**src/rtl/acs_pkg.sv**
```systemverilog
// constants, types and helpers for the conversion sequencer
// assumes a 100 MHz sys_clk and a classic wishbone register port
package acs_pkg;
    localparam int ADR_W = 8;
    localparam int DAT_W = 32;
    localparam int RES_W = 10;
    localparam int CH_W = 4;
    localparam int NUM_RESULTS = 8;

    // byte offsets
    localparam logic [7:0] OFS_TIMING = 8'h00;
    localparam logic [7:0] OFS_SEQ = 8'h04;
    localparam logic [7:0] OFS_STATUS = 8'h08;
    localparam logic [7:0] OFS_IRQ_STATUS = 8'h0C;
    localparam logic [7:0] OFS_IRQ_MASK = 8'h10;
    localparam logic [2:0] OFS_RESULT_PAGE = 3'h1;

    // sequence control fields
    localparam int SEQ_SEL_LSB = 0;
    localparam int SEQ_LEN_BIT = 4;
    localparam int SEQ_MULTI_BIT = 5;
    localparam int SEQ_SCAN_BIT = 6;
    localparam int SEQ_W = 7;

    // status fields
    localparam int STAT_SCF_BIT = 8;
    localparam int STAT_BUSY_BIT = 9;
    localparam int STAT_MODE_LSB = 10;

    // interrupt bits
    localparam int IRQ_SEQ_BIT = 0;
    localparam int IRQ_CONV_BIT = 1;
    localparam int IRQ_W = 2;

    // reset values
    localparam logic [7:0] TIMING_RESET = 8'h00;
    localparam logic [SEQ_W-1:0] SEQ_RESET = 7'h00;
    localparam logic [IRQ_W-1:0] IRQ_RESET = 2'h0;

    // last result index for four and eight conversion sequences
    localparam logic [2:0] LAST_IDX_FOUR = 3'h3;
    localparam logic [2:0] LAST_IDX_EIGHT = 3'h7;

    typedef enum logic [1:0] {
        ST_IDLE = 2'b00,
        ST_START = 2'b01,
        ST_WAIT = 2'b10
    } acs_state_type;

    function automatic logic [2:0] last_index(input logic len8);
        last_index = len8 ? LAST_IDX_EIGHT : LAST_IDX_FOUR;
    endfunction : last_index

    function automatic logic [2:0] mode_number(input logic scan,
                                               input logic multi,
                                               input logic len8);
        mode_number = {scan, multi, len8};
    endfunction : mode_number
endpackage : acs_pkg

```
**src/rtl/acs_bus_if.sv**
```systemverilog
// register access carrier between the wishbone slave and the core
// assumes one clock domain, sys_clk
`timescale 1ns/1ps
`default_nettype none
interface acs_bus_if;
    logic wr;
    logic [7:0] adr;
    logic [31:0] wdata;
    logic [31:0] rdata;
    modport slave (output wr, output adr, output wdata, input rdata);
    modport core (input wr, input adr, input wdata, output rdata);
endinterface : acs_bus_if
`default_nettype wire

```
**src/rtl/acs_sequencer_top.sv**
```systemverilog
// conversion mode sequencer: wishbone registers, result store, flags
// assumes the analog side answers each conv_start with one conv_done
// pulse carrying conv_result, and drops a conversion on conv_abort
`timescale 1ns/1ps
`default_nettype none
module acs_sequencer_top (
    input wire logic sys_clk,
    input wire logic reset_n,
    input wire logic wb_cyc_i,
    input wire logic wb_stb_i,
    input wire logic wb_we_i,
    input wire logic [7:0] wb_adr_i,
    input wire logic [31:0] wb_dat_i,
    input wire logic [3:0] wb_sel_i,
    output logic [31:0] wb_dat_o,
    output logic wb_ack_o,
    output logic irq,
    output logic conv_start,
    output logic [3:0] conv_channel,
    output logic conv_abort,
    output logic [7:0] timing_control,
    input wire logic conv_done,
    input wire logic [9:0] conv_result
);
    acs_bus_if bus ();

    acs_wb_slave u_slave (
        .sys_clk(sys_clk),
        .reset_n(reset_n),
        .wb_cyc_i(wb_cyc_i),
        .wb_stb_i(wb_stb_i),
        .wb_we_i(wb_we_i),
        .wb_adr_i(wb_adr_i),
        .wb_dat_i(wb_dat_i),
        .wb_sel_i(wb_sel_i),
        .wb_dat_o(wb_dat_o),
        .wb_ack_o(wb_ack_o),
        .bus(bus)
    );

    acs_pkg::acs_state_type state;
    acs_pkg::acs_state_type next_state;
    logic [2:0] idx;
    logic [2:0] next_idx;
    logic [7:0] ccf;
    logic [7:0] next_ccf;
    logic sequence_complete_flag;
    logic next_scf;
    logic [acs_pkg::SEQ_W-1:0] seq_ctl;
    logic [acs_pkg::SEQ_W-1:0] next_seq_ctl;
    logic [7:0] next_timing;
    logic [acs_pkg::IRQ_W-1:0] irq_status;
    logic [acs_pkg::IRQ_W-1:0] next_irq_status;
    logic [acs_pkg::IRQ_W-1:0] irq_mask;
    logic [acs_pkg::IRQ_W-1:0] next_irq_mask;
    logic [9:0] result [0:7];
    logic [9:0] next_result [0:7];
    logic [3:0] next_channel;
    logic next_abort;
    logic wr_timing;
    logic wr_seq;
    logic done_take;
    logic at_last;
    logic [2:0] mode;
    logic [acs_pkg::IRQ_W-1:0] irq_event;
    logic [acs_pkg::IRQ_W-1:0] irq_clear;
    logic [31:0] read_value;

    assign wr_timing = bus.wr && (bus.adr == acs_pkg::OFS_TIMING);
    assign wr_seq = bus.wr && (bus.adr == acs_pkg::OFS_SEQ);
    assign mode = acs_pkg::mode_number(seq_ctl[acs_pkg::SEQ_SCAN_BIT],
        seq_ctl[acs_pkg::SEQ_MULTI_BIT],
        seq_ctl[acs_pkg::SEQ_LEN_BIT]);
    assign at_last = (idx == acs_pkg::last_index(mode[0]));
    // a timing or sequence write in the same cycle discards the finishing conversion
    assign done_take = (state == acs_pkg::ST_WAIT) && conv_done
        && !wr_timing && !wr_seq;

    // sequence control and result store
    always_comb begin
        next_state = state;
        next_idx = idx;
        next_ccf = ccf;
        next_scf = sequence_complete_flag;
        next_seq_ctl = seq_ctl;
        next_timing = timing_control;
        next_abort = 1'b0;
        for (int i = 0; i < acs_pkg::NUM_RESULTS; i++) begin
            next_result[i] = result[i];
        end
        if (wr_timing) begin
            next_timing = bus.wdata[7:0];
            next_state = acs_pkg::ST_IDLE;
            next_idx = 3'h0;
            next_ccf = 8'h00;
            next_scf = 1'b0;
            next_abort = (state != acs_pkg::ST_IDLE);
        end else if (wr_seq) begin
            next_seq_ctl = bus.wdata[acs_pkg::SEQ_W-1:0];
            next_state = acs_pkg::ST_START;
            next_idx = 3'h0;
            next_ccf = 8'h00;
            next_scf = 1'b0;
            next_abort = (state != acs_pkg::ST_IDLE);
        end else begin
            case (state)
                acs_pkg::ST_IDLE: begin
                    next_state = acs_pkg::ST_IDLE;
                end
                acs_pkg::ST_START: begin
                    next_state = acs_pkg::ST_WAIT;
                end
                acs_pkg::ST_WAIT: begin
                    if (done_take) begin
                        next_result[idx] = conv_result;
                        next_ccf[idx] = 1'b1;
                        if (at_last) begin
                            next_scf = 1'b1;
                            next_idx = 3'h0;
                            if (mode[2]) begin
                                next_state = acs_pkg::ST_START;
                            end else begin
                                next_state = acs_pkg::ST_IDLE;
                            end
                        end else begin
                            next_idx = idx + 3'h1;
                            next_state = acs_pkg::ST_START;
                        end
                    end
                end
                default: begin
                    next_state = acs_pkg::ST_IDLE;
                end
            endcase
        end
    end

    acs_channel_map u_map (
        .multi(next_seq_ctl[acs_pkg::SEQ_MULTI_BIT]),
        .len8(next_seq_ctl[acs_pkg::SEQ_LEN_BIT]),
        .sel(next_seq_ctl[acs_pkg::SEQ_SEL_LSB +: acs_pkg::CH_W]),
        .idx(next_idx),
        .channel(next_channel)
    );

    always_ff @(posedge sys_clk) begin
        if (!reset_n) begin
            state <= acs_pkg::ST_IDLE;
            idx <= 3'h0;
            ccf <= 8'h00;
            sequence_complete_flag <= 1'b0;
            seq_ctl <= acs_pkg::SEQ_RESET;
            timing_control <= acs_pkg::TIMING_RESET;
            conv_channel <= 4'h0;
            conv_abort <= 1'b0;
            for (int i = 0; i < acs_pkg::NUM_RESULTS; i++) begin
                result[i] <= 10'h000;
            end
        end else begin
            state <= next_state;
            idx <= next_idx;
            ccf <= next_ccf;
            sequence_complete_flag <= next_scf;
            seq_ctl <= next_seq_ctl;
            timing_control <= next_timing;
            conv_channel <= next_channel;
            conv_abort <= next_abort;
            for (int i = 0; i < acs_pkg::NUM_RESULTS; i++) begin
                result[i] <= next_result[i];
            end
        end
    end

    assign conv_start = (state == acs_pkg::ST_START);

    // interrupt status, write one to clear, a new event wins
    always_comb begin
        irq_event = '0;
        irq_event[acs_pkg::IRQ_SEQ_BIT] = next_scf & ~sequence_complete_flag;
        irq_event[acs_pkg::IRQ_CONV_BIT] = done_take;
        irq_clear = '0;
        if (bus.wr && (bus.adr == acs_pkg::OFS_IRQ_STATUS)) begin
            irq_clear = bus.wdata[acs_pkg::IRQ_W-1:0];
        end
        next_irq_status = (irq_status & ~irq_clear) | irq_event;
        next_irq_mask = irq_mask;
        if (bus.wr && (bus.adr == acs_pkg::OFS_IRQ_MASK)) begin
            next_irq_mask = bus.wdata[acs_pkg::IRQ_W-1:0];
        end
    end

    always_ff @(posedge sys_clk) begin
        if (!reset_n) begin
            irq_status <= acs_pkg::IRQ_RESET;
            irq_mask <= acs_pkg::IRQ_RESET;
        end else begin
            irq_status <= next_irq_status;
            irq_mask <= next_irq_mask;
        end
    end

    assign irq = |(irq_status & irq_mask);

    // read decode; unmapped offsets read zero
    always_comb begin
        read_value = 32'h0000_0000;
        case (bus.adr)
            acs_pkg::OFS_TIMING: begin
                read_value[7:0] = timing_control;
            end
            acs_pkg::OFS_SEQ: begin
                read_value[acs_pkg::SEQ_W-1:0] = seq_ctl;
            end
            acs_pkg::OFS_STATUS: begin
                read_value[7:0] = ccf;
                read_value[acs_pkg::STAT_SCF_BIT] = sequence_complete_flag;
                read_value[acs_pkg::STAT_BUSY_BIT] =
                    (state != acs_pkg::ST_IDLE);
                read_value[acs_pkg::STAT_MODE_LSB +: 3] = mode;
            end
            acs_pkg::OFS_IRQ_STATUS: begin
                read_value[acs_pkg::IRQ_W-1:0] = irq_status;
            end
            acs_pkg::OFS_IRQ_MASK: begin
                read_value[acs_pkg::IRQ_W-1:0] = irq_mask;
            end
            default: begin
                if ((bus.adr[7:5] == acs_pkg::OFS_RESULT_PAGE)
                    && (bus.adr[1:0] == 2'h0)) begin
                    read_value[9:0] = result[bus.adr[4:2]];
                end
            end
        endcase
    end

    assign bus.rdata = read_value;
endmodule : acs_sequencer_top
`default_nettype wire

```
**src/rtl/acs_wb_slave.sv**
```systemverilog
// classic wishbone slave, one wait state, registered read data
// assumes the master holds its request until it sees ack
`timescale 1ns/1ps
`default_nettype none
module acs_wb_slave (
    input wire logic sys_clk,
    input wire logic reset_n,
    input wire logic wb_cyc_i,
    input wire logic wb_stb_i,
    input wire logic wb_we_i,
    input wire logic [7:0] wb_adr_i,
    input wire logic [31:0] wb_dat_i,
    input wire logic [3:0] wb_sel_i,
    output logic [31:0] wb_dat_o,
    output logic wb_ack_o,
    acs_bus_if.slave bus
);
    logic next_ack;
    logic [31:0] next_dat;

    always_comb begin
        next_ack = wb_cyc_i & wb_stb_i & ~wb_ack_o;
        next_dat = (next_ack & ~wb_we_i) ? bus.rdata : wb_dat_o;
    end

    always_ff @(posedge sys_clk) begin
        if (!reset_n) begin
            wb_ack_o <= 1'b0;
            wb_dat_o <= 32'h0000_0000;
        end else begin
            wb_ack_o <= next_ack;
            wb_dat_o <= next_dat;
        end
    end

    // write lands on the edge where the master sees ack; lane 0 only
    assign bus.wr = wb_ack_o & wb_cyc_i & wb_stb_i & wb_we_i & wb_sel_i[0];
    assign bus.adr = wb_adr_i;
    assign bus.wdata = wb_dat_i;
endmodule : acs_wb_slave
`default_nettype wire

```
**src/rtl/acs_channel_map.sv**
```systemverilog
// maps select code and result index to a multiplexer input code
// purely combinational
`timescale 1ns/1ps
`default_nettype none
module acs_channel_map (
    input wire logic multi,
    input wire logic len8,
    input wire logic [3:0] sel,
    input wire logic [2:0] idx,
    output logic [3:0] channel
);
    always_comb begin
        if (!multi) begin
            channel = sel;
        end else if (!len8) begin
            channel = {sel[3:2], idx[1:0]};
        end else begin
            channel = {sel[3], idx};
        end
    end
endmodule : acs_channel_map
`default_nettype wire

```
**config.mk**
```make
export PLATFORM = sky130hd
export DESIGN_NAME = acs_sequencer_top
export DESIGN_NICKNAME = d
export VERILOG_FILES = /design/src/rtl/acs_pkg.sv /design/src/rtl/acs_bus_if.sv /design/src/rtl/acs_sequencer_top.sv /design/src/rtl/acs_wb_slave.sv /design/src/rtl/acs_channel_map.sv
export SDC_FILE = /design/constraint.sdc
export NUM_CORES = 1
export LEC_CHECK = 0
export BUFFER_PORTS_ARGS = -buffer_cell sky130_fd_sc_hd__clkbuf_2
export CORE_AREA = 2 2 127 129
export CTS_BUF_LIST = sky130_fd_sc_hd__clkbuf_2 sky130_fd_sc_hd__clkbuf_4 sky130_fd_sc_hd__clkbuf_8
export DETAILED_ROUTE_END_ITERATION = 6
export DIE_AREA = 0 0 129 131
export SYNTH_ARGS = -nofsm -noshare
export SYNTH_HDL_FRONTEND = slang
export SYNTH_SLANG_ARGS = --single-unit
```
**constraint.sdc**
```tcl
create_clock -name sys_clk -period 5.3 [get_ports sys_clk]
set_clock_uncertainty 0.2 [all_clocks]
set_input_delay 0.265 -clock sys_clk [delete_from_list [all_inputs] [get_ports sys_clk]]
set_output_delay 0.265 -clock sys_clk [all_outputs]
set_load 0.005 [all_outputs]
```
==> impl_metrics.ini <==
[placement]
place_hpwl_um = 10700
portBuffers = 61
gp_congestion = 0.883

[clock_tree]
cts_tree = done
insertion_delay_ns = 0.44
cts_resized = 0
cts_buffers = 17
clk_pin_slew_ns = 0.07
cts.htree.levels = 4
clock_path_buffers = 2
clockRootBuffer = clkbuf_8
clock_sinks = 131
postCtsSetupBuffers = 0

[layout]
drive_gt1_frac = 0.158
num_antenna_cells = 0
layout_commonest_cell = mux2i_1
mostFrequentLayoutCells = mux2i_1 (136), dfxtp_1 (131), nand2_1 (103)
fin_util = 0.441
area_growth_pct = 12.7
num-fill-cells = 1496
finalNetCount = 755

[route]
drtIter0Drc = 334
vias_per_cell = 5.26
wire_per_inst_um = 17.5
antenna_left = 0
drc = 0
vias = 4836
wirelength_um = 16100
firstDrtPassIters = 5

[sta]
slew_violations = 0
fmaxAchievable_mhz = 351
hold_viol_final = 0
min_period_ns = 2.85
setup_violations = 0
rsz0062_at_grt = no
tightest_slew_ns = 1.13
min_period_over_period = 0.538
setup_tns_ns = 0
maxSlewHeadroom = 0.243

[grt]
grt_max_degree = 91
grt_pass1_vias = 4697
grt_pass1_wl_um = 24800
grt_usage = 0.194
grt.overflow.total = 0
grt_antenna_before_repair = 0

[power]
leakage_uw = 0.00292
peakVddDrop_mv = 0.157
cellPowerDensity_nw_per_um2 = 271

[worst_setup_path]
path_cells = dlygate4sd3_1, clkbuf_2, and4_1, nand4_1, nand3b_1, mux2i_1
cpPeakStageDelay_ns = 0.97
critical_path.startpoint_type = input pin
cp_slowest_cell = nand3b_1
cp_num_buf_inv = 2
critPathKind = input pin to flop
end_kind = flop
cp.required_ns = 5.44
cp_max_fo = 12
arrival_ns = 2.99
cp_top_family = simple AND/OR/NAND/NOR gates

[outcome]
status = completed

[hold_path]
hold_class = input pin to flop

[logic_synthesis]
synth_area_um2 = 6100
ys.flop_type = dfxtp_1
syn_area_per_cell_um2 = 9.50
ys_warn_count = 0
synth_edf_count = 0
synth-seq-area-share = 0.430
ys_async_sr_fraction = 0
yosys_register_bits = 131
synth.distinct_cells = 50
synthCells = 642

[floorplanning]
core_area_um2 = 15600
io_pins = 108
initial_utilization = 0.391
rows = 46
die_area_um2 = 16900
die_w_um = 129
die_h_um = 131

[flow_run]
cap_violations = 0
## logic make-up (layout without fill, tap and decap cells)
kind of cell / Yosys count / in the layout / synth area share
xor gates and xnor gates: 1 / 1 / 0.00144
muxes: 142 / 142 / 0.242
and+or+nand+nor: 191 / 191 / 0.151
buffers and inverters: 75 / 119 / 0.0667
AOI/OAI and AO/OA: 97 / 97 / 0.0998
adders and majority gates: 4 / 4 / 0.00821
other: 1 / 19 / 0.000615
DFF: 131 / 131 / 0.430
## per-layer routing
metal | track usage | wire length [um]
met3 | 0.0468 | 822
met5 | 0 | 0
met1 | 0.248 | 7360
met2 | 0.318 | 7660
met4 | 0.0723 | 301
## path summary, 6_finish.rpt
path	start	end	slack, ns	cells after the start
worst max register to register	u_slave.wb_ack_o	result[0][2]	2.49	4
worst min register to register	ccf[3]	ccf[3]	0.25	2
worst min-delay path	conv_result[1]	result[3][1]	0.04	3
worst max-delay path	wb_cyc_i	result[0][2]	2.45	6
## metrics by stage
step	hold WS, ns	instance area [um2]	total power (uW)	setup slack (ns)	instances
floorplan	0.208	6160	1090	3.44	660
global placement	0.241	6420	1120	2.49	878
detailed placement	0.243	6420	1120	2.36	878
CTS	0.0253	6870	1870	2.51	920
global route	0.0468	6870	1930	2.29	920
finish	0.0397	6870	1860	2.45	920
## Yosys cell counts (all sizes together), types with 6 or more instances
master | instances | area share
a22oi | 16 | 0.020
nor2 | 19 | 0.012
nand3 | 21 | 0.017
dfxtp | 131 | 0.43
mux2i | 136 | 0.22
nor2b | 9 | 0.0092
o21ai | 24 | 0.020
nand2 | 103 | 0.063
nand4 | 6 | 0.0062
inv | 10 | 0.0062
clkbuf | 22 | 0.014
a21oi | 32 | 0.026
buf | 41 | 0.046
## report_power, final
part | internal, uW | leakage [uW] | switching [uW]
logic | 38.6 | 0.00168 | 78.3
clock network | 372 | 0.000182 | 385
registers | 987 | 0.00106 | 2.32
## sequential cells by signal, summed over array words and instances (netlist names)
register	cells
ccf	8
conv_abort	1
conv_channel	3
idx	3
irq_mask	2
irq_status	2
result	80
seq_ctl	7
sequence_complete_flag	1
state	2
timing_control	8
u_slave.wb_ack_o	1
u_slave.wb_dat_o	13
## what timing repair did
item | 4_1_cts | 5_1_grt
hold endpoints to repair | 17 | 0
setup endpoints to repair | 0 | 0
hold buffers | 10 | 0
## layout make-up
class                   instances  area [um2]  area share
clock buffers                  23         298      0.0433
multi-input cells             454        3140       0.458
flip-flops and latches        131        2620       0.382
clock inverters                 9        56.3     0.00819
repair buffers                 75         435      0.0634
well taps                     216         270      0.0393
inverters                      12        45.0     0.00655
## worst reg2reg max path, cell delays in order, from the launching register on
cell and delay (ns):
dfxtp_1 0.42, and4_1 0.34, nand4_1 0.50, nand3b_1 0.97, mux2i_1 0.29
No activity file was read; power rests on OpenSTA's default activity.
